<file path="config.mk">
export PLATFORM = sky130hd
export DESIGN_NAME = trigger_and_front_io_control
export DESIGN_NICKNAME = d
export VERILOG_FILES = /design/src/hw/trig_io_pkg.sv /design/src/hw/trigger_and_front_io_control.sv
export SDC_FILE = /design/constraint.sdc
export NUM_CORES = 1
export LEC_CHECK = 0
export BUFFER_PORTS_ARGS = -buffer_cell sky130_fd_sc_hd__clkbuf_2
export CAP_MARGIN = 20
export CORE_ASPECT_RATIO = 0.6
export CORE_MARGIN = 1.5
export CORE_UTILIZATION = 40
export CTS_CLUSTER_DIAMETER = 120
export CTS_CLUSTER_SIZE = 24
export DETAILED_ROUTE_END_ITERATION = 10
export HOLD_SLACK_MARGIN = 0.1
export SYNTH_ARGS = -nofsm -noshare
export SYNTH_HDL_FRONTEND = slang
export SYNTH_SLANG_ARGS = --single-unit
</file>
<file path="constraint.sdc">
create_clock -name clk -period 6.9 [get_ports clk]
set_input_delay 1.38 -clock clk [delete_from_list [all_inputs] [get_ports clk]]
set_output_delay 1.38 -clock clk [all_outputs]
set_load 0.05 [all_outputs]
</file>
<file path="src/hw/trig_io_pkg.sv">
// Purpose: constants and carriers for the trigger and front io block
// Assumes: 50 MHz single clock
// Notes: register offsets are byte addresses
package trig_io_pkg;
  localparam logic [15:0] OFS_COINC_MASK  = 16'h810C;
  localparam logic [15:0] OFS_IO_DATA     = 16'h8118;
  localparam logic [15:0] OFS_IO_CTRL     = 16'h811C;
  localparam logic [15:0] OFS_ACQ_CTRL    = 16'h8100;
  localparam logic [15:0] OFS_SW_TRIGGER  = 16'h8108;
  localparam logic [15:0] OFS_ALMOST_FULL = 16'h816C;
  localparam logic [15:0] OFS_GROUP_MODE  = 16'h81A0;
  localparam logic [15:0] OFS_TRIG_CTRL   = 16'h8120;
  localparam logic [15:0] OFS_STATUS      = 16'h8124;
  localparam int MASK_LSB      = 0;
  localparam int WIN_LSB       = 20;
  localparam int MAJ_LSB       = 24;
  localparam int DIR_LSB       = 2;
  localparam int NEWMODE_BIT   = 8;
  localparam int BUSYEN_BIT    = 8;
  localparam int VETOEN_BIT    = 9;
  localparam int EXTEN_BIT     = 0;
  localparam int SWEN_BIT      = 1;
  localparam int AUTOEN_BIT    = 2;
  localparam logic [31:0] RST_ZERO = 32'h0000_0000;
  localparam logic [3:0] MODE_REG    = 4'h0;
  localparam logic [3:0] MODE_TRIG   = 4'h1;
  localparam logic [3:0] MODE_BUSYVT = 4'h2;
  localparam logic [3:0] MODE_LEGACY = 4'h3;

  typedef struct packed {
    logic [31:0] coinc_mask;
    logic [31:0] io_ctrl;
    logic [31:0] group_mode;
    logic [31:0] acq_ctrl;
    logic [31:0] trig_ctrl;
    logic [11:0] af_level;
    logic [15:0] io_wdata;
    logic        ext_s1;
    logic        ext_s2;
    logic        ext_prev;
    logic        sw_pend;
    logic [7:0]  seen;
    logic [3:0]  win_cnt;
    logic        win_open;
    logic        gtrig;
    logic        trig_out;
    logic [7:0]  ch_trig;
    logic [15:0] lvds_o;
    logic [15:0] lvds_oe;
    logic [15:0] pattern;
    logic        pattern_valid;
    logic        ttt_clear;
    logic        mem_clear;
    logic        busy;
    logic [31:0] rdata;
  } state_t;
endpackage

</file>
<file path="src/hw/trigger_and_front_io_control.sv">
// Purpose: board trigger builder and front lvds group control
// Assumes: inputs synchronous to clk except the external trigger
// Notes: register port is the documented internal register access
`timescale 1ns/1ps
`default_nettype none
module trigger_and_front_io_control
  import trig_io_pkg::*;
(
  // clock and reset
  input  wire logic        clk,
  input  wire logic        resetn,
  // register access
  input  wire logic        reg_wr,
  input  wire logic        reg_rd,
  input  wire logic [15:0] reg_addr,
  input  wire logic [31:0] reg_wdata,
  output logic [31:0]      reg_rdata,
  // trigger sources
  input  wire logic        ext_trigger,
  input  wire logic [7:0]  channel_local_trigger,
  // board status
  input  wire logic [11:0] buffer_fill,
  input  wire logic        memory_full,
  input  wire logic        data_ready,
  input  wire logic        run_state,
  // trigger results
  output logic             global_trigger,
  output logic             trigger_output_port,
  output logic [7:0]       channel_trigger_outputs,
  output logic [15:0]      event_pattern,
  output logic             event_pattern_valid,
  output logic             time_tag_clear,
  output logic             memory_clear,
  output logic             busy,
  // front lvds lines
  input  wire logic [15:0] lvds_i,
  output logic [15:0]      lvds_o,
  output logic [15:0]      lvds_oe
);
  state_t s;
  state_t next_s;
  logic   sw_hit;
  logic   ext_rise;
  logic [3:0] cnt;
  logic   coinc;
  logic   any_auto;
  logic   veto;
  logic   busy_in;
  logic   fire;
  logic [3:0] gm;
  logic   gdir;

  // ==========================================================
  // next state
  always_comb begin
    next_s   = s;
    sw_hit   = 1'b0;
    cnt      = 4'h0;
    coinc    = 1'b0;
    veto     = 1'b0;
    busy_in  = 1'b0;
    fire     = 1'b0;
    gm       = MODE_REG;
    gdir     = 1'b0;
    // register writes
    if (reg_wr) begin
      case (reg_addr)
        OFS_COINC_MASK:  next_s.coinc_mask = reg_wdata;
        OFS_IO_CTRL:     next_s.io_ctrl = reg_wdata;
        OFS_GROUP_MODE:  next_s.group_mode = reg_wdata;
        OFS_ACQ_CTRL:    next_s.acq_ctrl = reg_wdata;
        OFS_TRIG_CTRL:   next_s.trig_ctrl = reg_wdata;
        OFS_ALMOST_FULL: next_s.af_level = reg_wdata[11:0];
        OFS_IO_DATA:     next_s.io_wdata = reg_wdata[15:0];
        OFS_SW_TRIGGER:  sw_hit = 1'b1;
        default: ;
      endcase
    end
    // register reads
    if (reg_rd) begin
      case (reg_addr)
        OFS_COINC_MASK:  next_s.rdata = s.coinc_mask;
        OFS_IO_CTRL:     next_s.rdata = s.io_ctrl;
        OFS_GROUP_MODE:  next_s.rdata = s.group_mode;
        OFS_ACQ_CTRL:    next_s.rdata = s.acq_ctrl;
        OFS_TRIG_CTRL:   next_s.rdata = s.trig_ctrl;
        OFS_ALMOST_FULL: next_s.rdata = {20'h00000, s.af_level};
        OFS_IO_DATA:     next_s.rdata = {16'h0000, lvds_i};
        OFS_STATUS:      next_s.rdata = {29'h0, s.busy, s.trig_out, s.gtrig};
        default:         next_s.rdata = RST_ZERO;
      endcase
    end
    // external trigger resync
    next_s.ext_s1   = ext_trigger;
    next_s.ext_s2   = s.ext_s1;
    next_s.ext_prev = s.ext_s2;
    // input group decode
    for (int g = 0; g < 4; g++) begin
      gm   = s.io_ctrl[NEWMODE_BIT] ? s.group_mode[4*g +: 4] : MODE_LEGACY;
      gdir = s.io_ctrl[DIR_LSB + g];
      if (s.io_ctrl[NEWMODE_BIT] && !gdir && gm == MODE_BUSYVT) begin
        veto    = veto | ~lvds_i[4*g+1];
        busy_in = busy_in | ~lvds_i[4*g];
      end
    end
    // coincidence window: channels seen inside window
    if (s.win_open && s.win_cnt != 4'h0) begin
      next_s.seen    = s.seen | (channel_local_trigger & s.coinc_mask[7:0]);
      next_s.win_cnt = s.win_cnt - 4'h1;
    end else if (any_auto) begin
      // expired or idle window: a new trigger opens a fresh one
      next_s.win_open = 1'b1;
      next_s.win_cnt  = s.coinc_mask[WIN_LSB +: 4];
      next_s.seen     = channel_local_trigger & s.coinc_mask[MASK_LSB +: 8];
    end else begin
      next_s.win_open = 1'b0;
      next_s.seen     = 8'h00;
    end
    for (int c = 0; c < 8; c++) begin
      cnt = cnt + {3'b000, next_s.seen[c]};
    end
    if (s.coinc_mask[MAJ_LSB +: 3] == 3'b000) begin
      coinc = any_auto;
    end else begin
      coinc = cnt > {1'b0, s.coinc_mask[MAJ_LSB +: 3]};
      if (coinc) begin
        next_s.win_open = 1'b0;
        next_s.seen     = 8'h00;
      end
    end
    // global trigger build
    fire = (s.trig_ctrl[EXTEN_BIT] & ext_rise)
         | (s.trig_ctrl[SWEN_BIT] & (s.sw_pend | sw_hit))
         | (s.trig_ctrl[AUTOEN_BIT] & coinc);
    if (s.acq_ctrl[VETOEN_BIT] && veto) begin
      fire = 1'b0;
    end
    next_s.sw_pend  = 1'b0;
    next_s.gtrig    = fire;
    next_s.trig_out = fire;
    next_s.ch_trig  = channel_local_trigger;
    next_s.pattern_valid = fire;
    if (fire) begin
      next_s.pattern = lvds_i;
    end
    next_s.busy = (buffer_fill >= s.af_level && s.af_level != 12'h000)
                | (busy_in & s.acq_ctrl[BUSYEN_BIT]);
    next_s.ttt_clear = 1'b0;
    next_s.mem_clear = 1'b0;
    // output groups
    if (!s.io_ctrl[NEWMODE_BIT]) begin
      next_s.lvds_oe = 16'h0FFF;
      next_s.lvds_o  = {4'h0, run_state, s.gtrig, data_ready, memory_full, s.ch_trig};
      next_s.ttt_clear = ~lvds_i[12];
      next_s.mem_clear = ~lvds_i[13];
    end else begin
      for (int g = 0; g < 4; g++) begin
        gm   = s.group_mode[4*g +: 4];
        gdir = s.io_ctrl[DIR_LSB + g];
        next_s.lvds_oe[4*g +: 4] = {4{gdir}};
        case (gm)
          MODE_REG:    next_s.lvds_o[4*g +: 4] = s.io_wdata[4*g +: 4];
          MODE_TRIG:   next_s.lvds_o[4*g +: 4] = g[0] ? s.ch_trig[7:4] : s.ch_trig[3:0];
          MODE_BUSYVT: next_s.lvds_o[4*g +: 4] = {~run_state, ~s.trig_out, ~veto, ~s.busy};
          MODE_LEGACY: next_s.lvds_o[4*g +: 4] = {run_state, s.gtrig, data_ready, s.busy};
          default:     next_s.lvds_o[4*g +: 4] = 4'h0;
        endcase
        if (!gdir && gm == MODE_LEGACY && !lvds_i[4*g]) begin
          next_s.ttt_clear = 1'b1;
        end
      end
    end
    if (sw_hit && !s.trig_ctrl[SWEN_BIT]) begin
      next_s.sw_pend = 1'b0;
    end
  end

  assign ext_rise = s.ext_s2 & ~s.ext_prev;
  assign any_auto = |(channel_local_trigger & s.coinc_mask[7:0]);

  // ==========================================================
  // state register
  always_ff @(posedge clk) begin
    if (!resetn) begin
      s <= '0;
    end else begin
      s <= next_s;
    end
  end

  assign reg_rdata               = s.rdata;
  assign global_trigger          = s.gtrig;
  assign trigger_output_port     = s.trig_out;
  assign channel_trigger_outputs = s.ch_trig;
  assign event_pattern           = s.pattern;
  assign event_pattern_valid     = s.pattern_valid;
  assign time_tag_clear          = s.ttt_clear;
  assign memory_clear            = s.mem_clear;
  assign busy                    = s.busy;
  assign lvds_o                  = s.lvds_o;
  assign lvds_oe                 = s.lvds_oe;

  // ==========================================================
  // checks
  a_trig_out_copy: assert property (@(posedge clk) disable iff (!resetn)
    trigger_output_port == global_trigger) else $error("trigger out differs");
  a_sw_trigger: assert property (@(posedge clk) disable iff (!resetn)
    reg_wr && reg_addr == OFS_SW_TRIGGER && s.trig_ctrl[SWEN_BIT]
    && !(s.acq_ctrl[VETOEN_BIT] && veto) |=> global_trigger) else $error("sw trigger lost");
  a_veto_block: assert property (@(posedge clk) disable iff (!resetn)
    s.acq_ctrl[VETOEN_BIT] && veto |=> !global_trigger) else $error("veto ignored");
  a_ext_sync: assert property (@(posedge clk) disable iff (!resetn)
    s.trig_ctrl[EXTEN_BIT] && !s.acq_ctrl[VETOEN_BIT] && !ext_trigger ##1 ext_trigger
    |-> ##3 global_trigger) else $error("ext trigger not seen");
  a_pattern_latch: assert property (@(posedge clk) disable iff (!resetn)
    fire |=> event_pattern == $past(lvds_i)) else $error("pattern not latched");
  a_legacy_dir: assert property (@(posedge clk) disable iff (!resetn)
    !s.io_ctrl[NEWMODE_BIT] |=> lvds_oe == 16'h0FFF) else $error("legacy dir wrong");
  a_or_mode: assert property (@(posedge clk) disable iff (!resetn)
    s.trig_ctrl[AUTOEN_BIT] && s.coinc_mask[26:24] == 3'b000 && any_auto
    && !(s.acq_ctrl[VETOEN_BIT] && veto) |=> global_trigger) else $error("or mode miss");
  a_majority: assert property (@(posedge clk) disable iff (!resetn)
    s.coinc_mask[MAJ_LSB +: 3] != 3'b000 && coinc
    |-> $countones(s.seen | (channel_local_trigger & s.coinc_mask[7:0]))
        > int'(s.coinc_mask[MAJ_LSB +: 3]))
    else $error("majority wrong");
  a_valid_pulse: assert property (@(posedge clk) disable iff (!resetn)
    event_pattern_valid == global_trigger) else $error("pattern valid differs");

  // ==========================================================
  // coincidence window and channel copy checks
  a_window_hold: assert property (@(posedge clk) disable iff (!resetn)
    s.win_open && s.win_cnt != 4'h0 && !coinc
    |=> s.win_open) else $error("window closed early");
  a_window_close: assert property (@(posedge clk) disable iff (!resetn)
    s.win_open && s.win_cnt == 4'h0 && !any_auto
    |=> !s.win_open) else $error("window overran");
  a_ch_copy: assert property (@(posedge clk) disable iff (!resetn)
    1'b1
    |=> channel_trigger_outputs == $past(channel_local_trigger))
    else $error("channel copy wrong");

  // ==========================================================
  // front io checks
  a_busy_level: assert property (@(posedge clk) disable iff (!resetn)
    s.af_level != 12'h000 && buffer_fill >= s.af_level
    |=> busy) else $error("almost full not busy");
  a_tag_clear: assert property (@(posedge clk) disable iff (!resetn)
    !s.io_ctrl[NEWMODE_BIT] && !lvds_i[12]
    |=> time_tag_clear) else $error("time tag clear missed");
  a_legacy_clear: assert property (@(posedge clk) disable iff (!resetn)
    !s.io_ctrl[NEWMODE_BIT] && !lvds_i[13]
    |=> memory_clear) else $error("memory clear missed");
  a_group_dir: assert property (@(posedge clk) disable iff (!resetn)
    s.io_ctrl[NEWMODE_BIT]
    |=> lvds_oe[15:12] == {4{$past(s.io_ctrl[DIR_LSB + 3])}})
    else $error("group direction wrong");
  a_trig_group: assert property (@(posedge clk) disable iff (!resetn)
    s.io_ctrl[NEWMODE_BIT] && s.group_mode[7:4] == MODE_TRIG
    |=> lvds_o[7:4] == $past(channel_trigger_outputs[7:4]))
    else $error("trigger group wrong");
  a_run_inverse: assert property (@(posedge clk) disable iff (!resetn)
    s.io_ctrl[NEWMODE_BIT] && s.group_mode[3:0] == MODE_BUSYVT
    |=> lvds_o[3] == !$past(run_state)) else $error("run line not inverted");
  a_io_read: assert property (@(posedge clk) disable iff (!resetn)
    reg_rd && reg_addr == OFS_IO_DATA
    |=> reg_rdata == {16'h0000, $past(lvds_i)}) else $error("io data read wrong");

  // ==========================================================
  // coverage
  c_sw: cover property (@(posedge clk) reg_wr && reg_addr == OFS_SW_TRIGGER ##1 global_trigger);
  c_maj: cover property (@(posedge clk) s.coinc_mask[26:24] != 3'b000 && coinc);
  c_new: cover property (@(posedge clk) s.io_ctrl[NEWMODE_BIT] && lvds_oe != 16'h0000);
  c_veto: cover property (@(posedge clk) s.acq_ctrl[VETOEN_BIT] && veto && sw_hit);
  c_bv: cover property (@(posedge clk) s.group_mode[3:0] == MODE_BUSYVT && lvds_oe[0]);
endmodule
`default_nettype wire

</file>
==> metrics.txt <==
status completed; Total Nets Final around 1800; CTS clock-pin slew for the worst setup and hold paths around 100 ps; Synth cell types 75; Max Buffers Root-to-Sink 3; # diodes 0; Switching Power ~0.70 mW; wire length per cell approximately 21 µm; CTS buffer count 15; final wirelength roughly 44 mm; reg-to-reg endpoint event_pattern[14]; largest net degree at the start of global routing between 80 and 90; RSZ-0062 raised after global routing false; worst skew pair latency a little over 500 ps; critical path type flop to flop; VDD IR max around 130 µV; Internal Pwr Total between 2 and 2.5 mW; Post-synth EDFFs 0; leakage 4.998 nW; Hold Path Depth 1; antenna violations before repair 3; final hold violations 0; Crit Path Max Fanout 17; Slew HR 0.1724; Clk pwr share 0.349; Core Util, Final 0.4344; max cap viols 0; Setup TNS 0 ps; syn nets roughly 1700; detailed-route via count between 10000 and 15000; Root Driver clkbuf_16; # rows 51; Avg Vias per Cell roughly 5.6; crit path capture type flop; GPL Wtd Cong about 0.93; CTS tree yes; DIE WIDTH ~240 µm; Clock Skews 13.74 ps; post-synthesis sequential area ratio 0.4260; layout cells sized above 1 0.1693; total track usage 0.2510; Hold-fix buffers, CTS 0; hpwl dp just over 30 mm; number of port buffers roughly 190; Final Cycle Share 0.8397; worst path required time around 7300 ps; first-pass GRT wire length approximately 66 mm; Worst Hold Path EP next_s[108]; DRC Markers 0; Syn-to-layout area delta 6.122%; Cells after Synth approximately 1600; measured slew at the worst slew-check pin between 1000 and 1500 ps; Net Sw Frac 0.2485; worst r2r src s[95]; full die area between 30000 and 40000 µm²; setup bufs post-CTS 0; Gates resized, CTS repair 0; # IOs approximately 190; Worst Setup Start Kind flop; # setup viols final 0; Min Clock Period, post-route between 5000 and 6000 ps; R2R setup slack between 1000 and 1500 ps; worst r2r path cells 22; Yosys warning total 0; Async S/R FF share, synth 0; antenna-violating nets left 0; Worst Hold Class flop to flop; Initial DRT Pass Iterations 6; combinational group share of total power 0.067; critical path arrival between 6000 and 7000 ps; register share of total power 0.584; GRT Residual Overflow 0; Fmax achieved about 170 MHz; Die H roughly 140 µm; Synth Register Bits roughly 280; PwrDens between 150 and 200 nW/µm²; critical hold path startpoint next_s[109]; First DRT Iteration DRCs about 1300; final slew viol count 0; Core ar. 32610 µm²; number of global-route vias before repair around 11000; H-Tree Depth 1; clock tree sinks approximately 280; Initial Utilization 0.4093; main flop type after synthesis dfxtp_1; Synth Cell Area 13350 µm²; mean post-synth cell area approximately 8.2 µm²
-- cell usage after synthesis, drive strengths merged (3+ instances only) --
library cell	n	share of area
nand2	482	0.14
dfxtp	284	0.43
a21oi	218	0.091
buf	129	0.073
clkbuf	68	0.019
mux2i	46	0.034
inv	43	0.012
nor2	40	0.012
o21ai	40	0.015
a22oi	27	0.015
nand3	21	0.0083
and2	20	0.0096
ha	19	0.018
a221oi	18	0.012
o2bb2ai	15	0.0098
a222oi	14	0.010
a22o	13	0.0085
nor4	13	0.012
a211oi	12	0.0068
nor2b	11	0.0052
a2bb2oi	9	0.0059
and3	9	0.0042
nor3	9	0.0054
a31oi	6	0.0028
nand2b	5	0.0023
nand4	5	0.0023
o22ai	5	0.0023
a21o	4	0.0023
fa	4	0.0060
nor4b	4	0.0053
nand3b	3	0.0017
or4b	3	0.0028
-- through the flow --
stage               cell area (µm²)  hold WS (ps)  std cells  setup WS (ps)  power [mW]
global placement              13720         416.0       2080          947.8       1.874
finish                        14160         443.8       2098           1106       2.829
CTS                           14140         447.9       2097           1126       2.840
floorplan                     13350         411.9       1630           1468       1.794
detailed placement            13720         423.4       2080          865.4       1.876
global route                  14160         469.0       2098          613.2       2.909
-- routing by layer --
layer  up-vias  routed length [µm]  GRT usage
li1       5496                   -          -
met1      5640               20430     0.3638
met3        45                4909    0.07635
met5         -                  30          0
met4         4                 701    0.04730
met2       564               18060     0.3652
-- how the worst max path moves through the flow --
stage                                    to  depth (start not counted)  slack [ps]                      from
after floorplan           event_pattern[10]                         19        1470  channel_local_trigger[1]
after global placement    event_pattern[14]                         19         950  channel_local_trigger[1]
after detailed placement   event_pattern[4]                         19         870  channel_local_trigger[1]
after CTS                 event_pattern[14]                         22        1130                     s[95]
after global routing       event_pattern[4]                         22         610                     s[95]
final                     event_pattern[14]                         22        1110                     s[95]
-- critical path, stage by stage (launching register included) --
cell and delay (ps):
dfxtp_1 350, inv_1 60, ha_1 210, nand2b_1 130
o21a_1 430, a22oi_1 190, fa_1 560, inv_1 50
fa_1 500, inv_1 60, fa_1 470, inv_1 70
ha_1 160, inv_1 50, fa_1 490, inv_1 50
ha_1 280, nor2b_1 120, o21ai_0 80, a32oi_1 200
o221ai_1 260, a21oi_4 690, mux2i_1 270
-- power by group through the flow --
stage / logic, mW / clock network, mW / registers (mW)
6_report: 0.190 / 0.987 / 1.65
5_1_grt: 0.199 / 1.06 / 1.65
4_1_cts: 0.186 / 1.00 / 1.65
3_5_place_dp: 0.186 / 0 / 1.69
3_3_place_gp: 0.185 / 0 / 1.69
2_1_floorplan: 0.105 / 0 / 1.69
-- cell usage in the layout (no fill, tap or decap), drive strengths merged, types with 3 or more instances in the layout --
cell,count
or4b,3
nand3,21
nor2,40
nor3,9
a31oi,6
nand2b,5
buf,13
o22ai,5
dfxtp,284
a21oi,218
a221oi,18
and2,20
nor2b,11
ha,19
a222oi,14
and3,9
o21ai,40
nand2,482
o2bb2ai,15
clkbuf,200
a21o,4
nor4,13
nand3b,3
nand4,5
a22oi,27
fa,4
mux2i,46
nor4b,4
inv,44
a211oi,12
a2bb2oi,9
a22o,13
-- kinds of logic (layout without fill, tap and decap cells) --
| kind of cell | count (synthesis) | after routing | share of synthesized area |
|---|---|---|---|
| adder cells (fa/ha/maj) | 23 | 23 | 0.02381 |
| XOR/XNOR | 1 | 1 | 0.0006563 |
| multiplexers | 48 | 48 | 0.03787 |
| AND/OR/NAND/NOR | 633 | 633 | 0.2121 |
| AO/OA/AOI/OAI | 401 | 401 | 0.1952 |
| buffers and inverters | 240 | 258 | 0.1044 |
| flip-flops | 284 | 284 | 0.4260 |
-- registers in the layout, summed over array words and instances (netlist names) --
signal and flops:
busy 1, s 201, time_tag_clear 1, next_s 2, lvds_o 16, gdir 1, memory_clear 1, lvds_oe 4
channel_trigger_outputs 8, event_pattern 16, event_pattern_valid 1, reg_rdata 32
-- final cells by class --
cell class | count | area, µm²
well taps | 450 | 563.0
clock inverters | 2 | 38.79
inverters | 43 | 166.4
multi-input cells | 1106 | 6291
flip-flops and latches | 284 | 5685
fillers | 3248 | 18440
repair buffers | 198 | 1044
clock buffers | 15 | 375.4
Power figures use the tool's default switching activity.
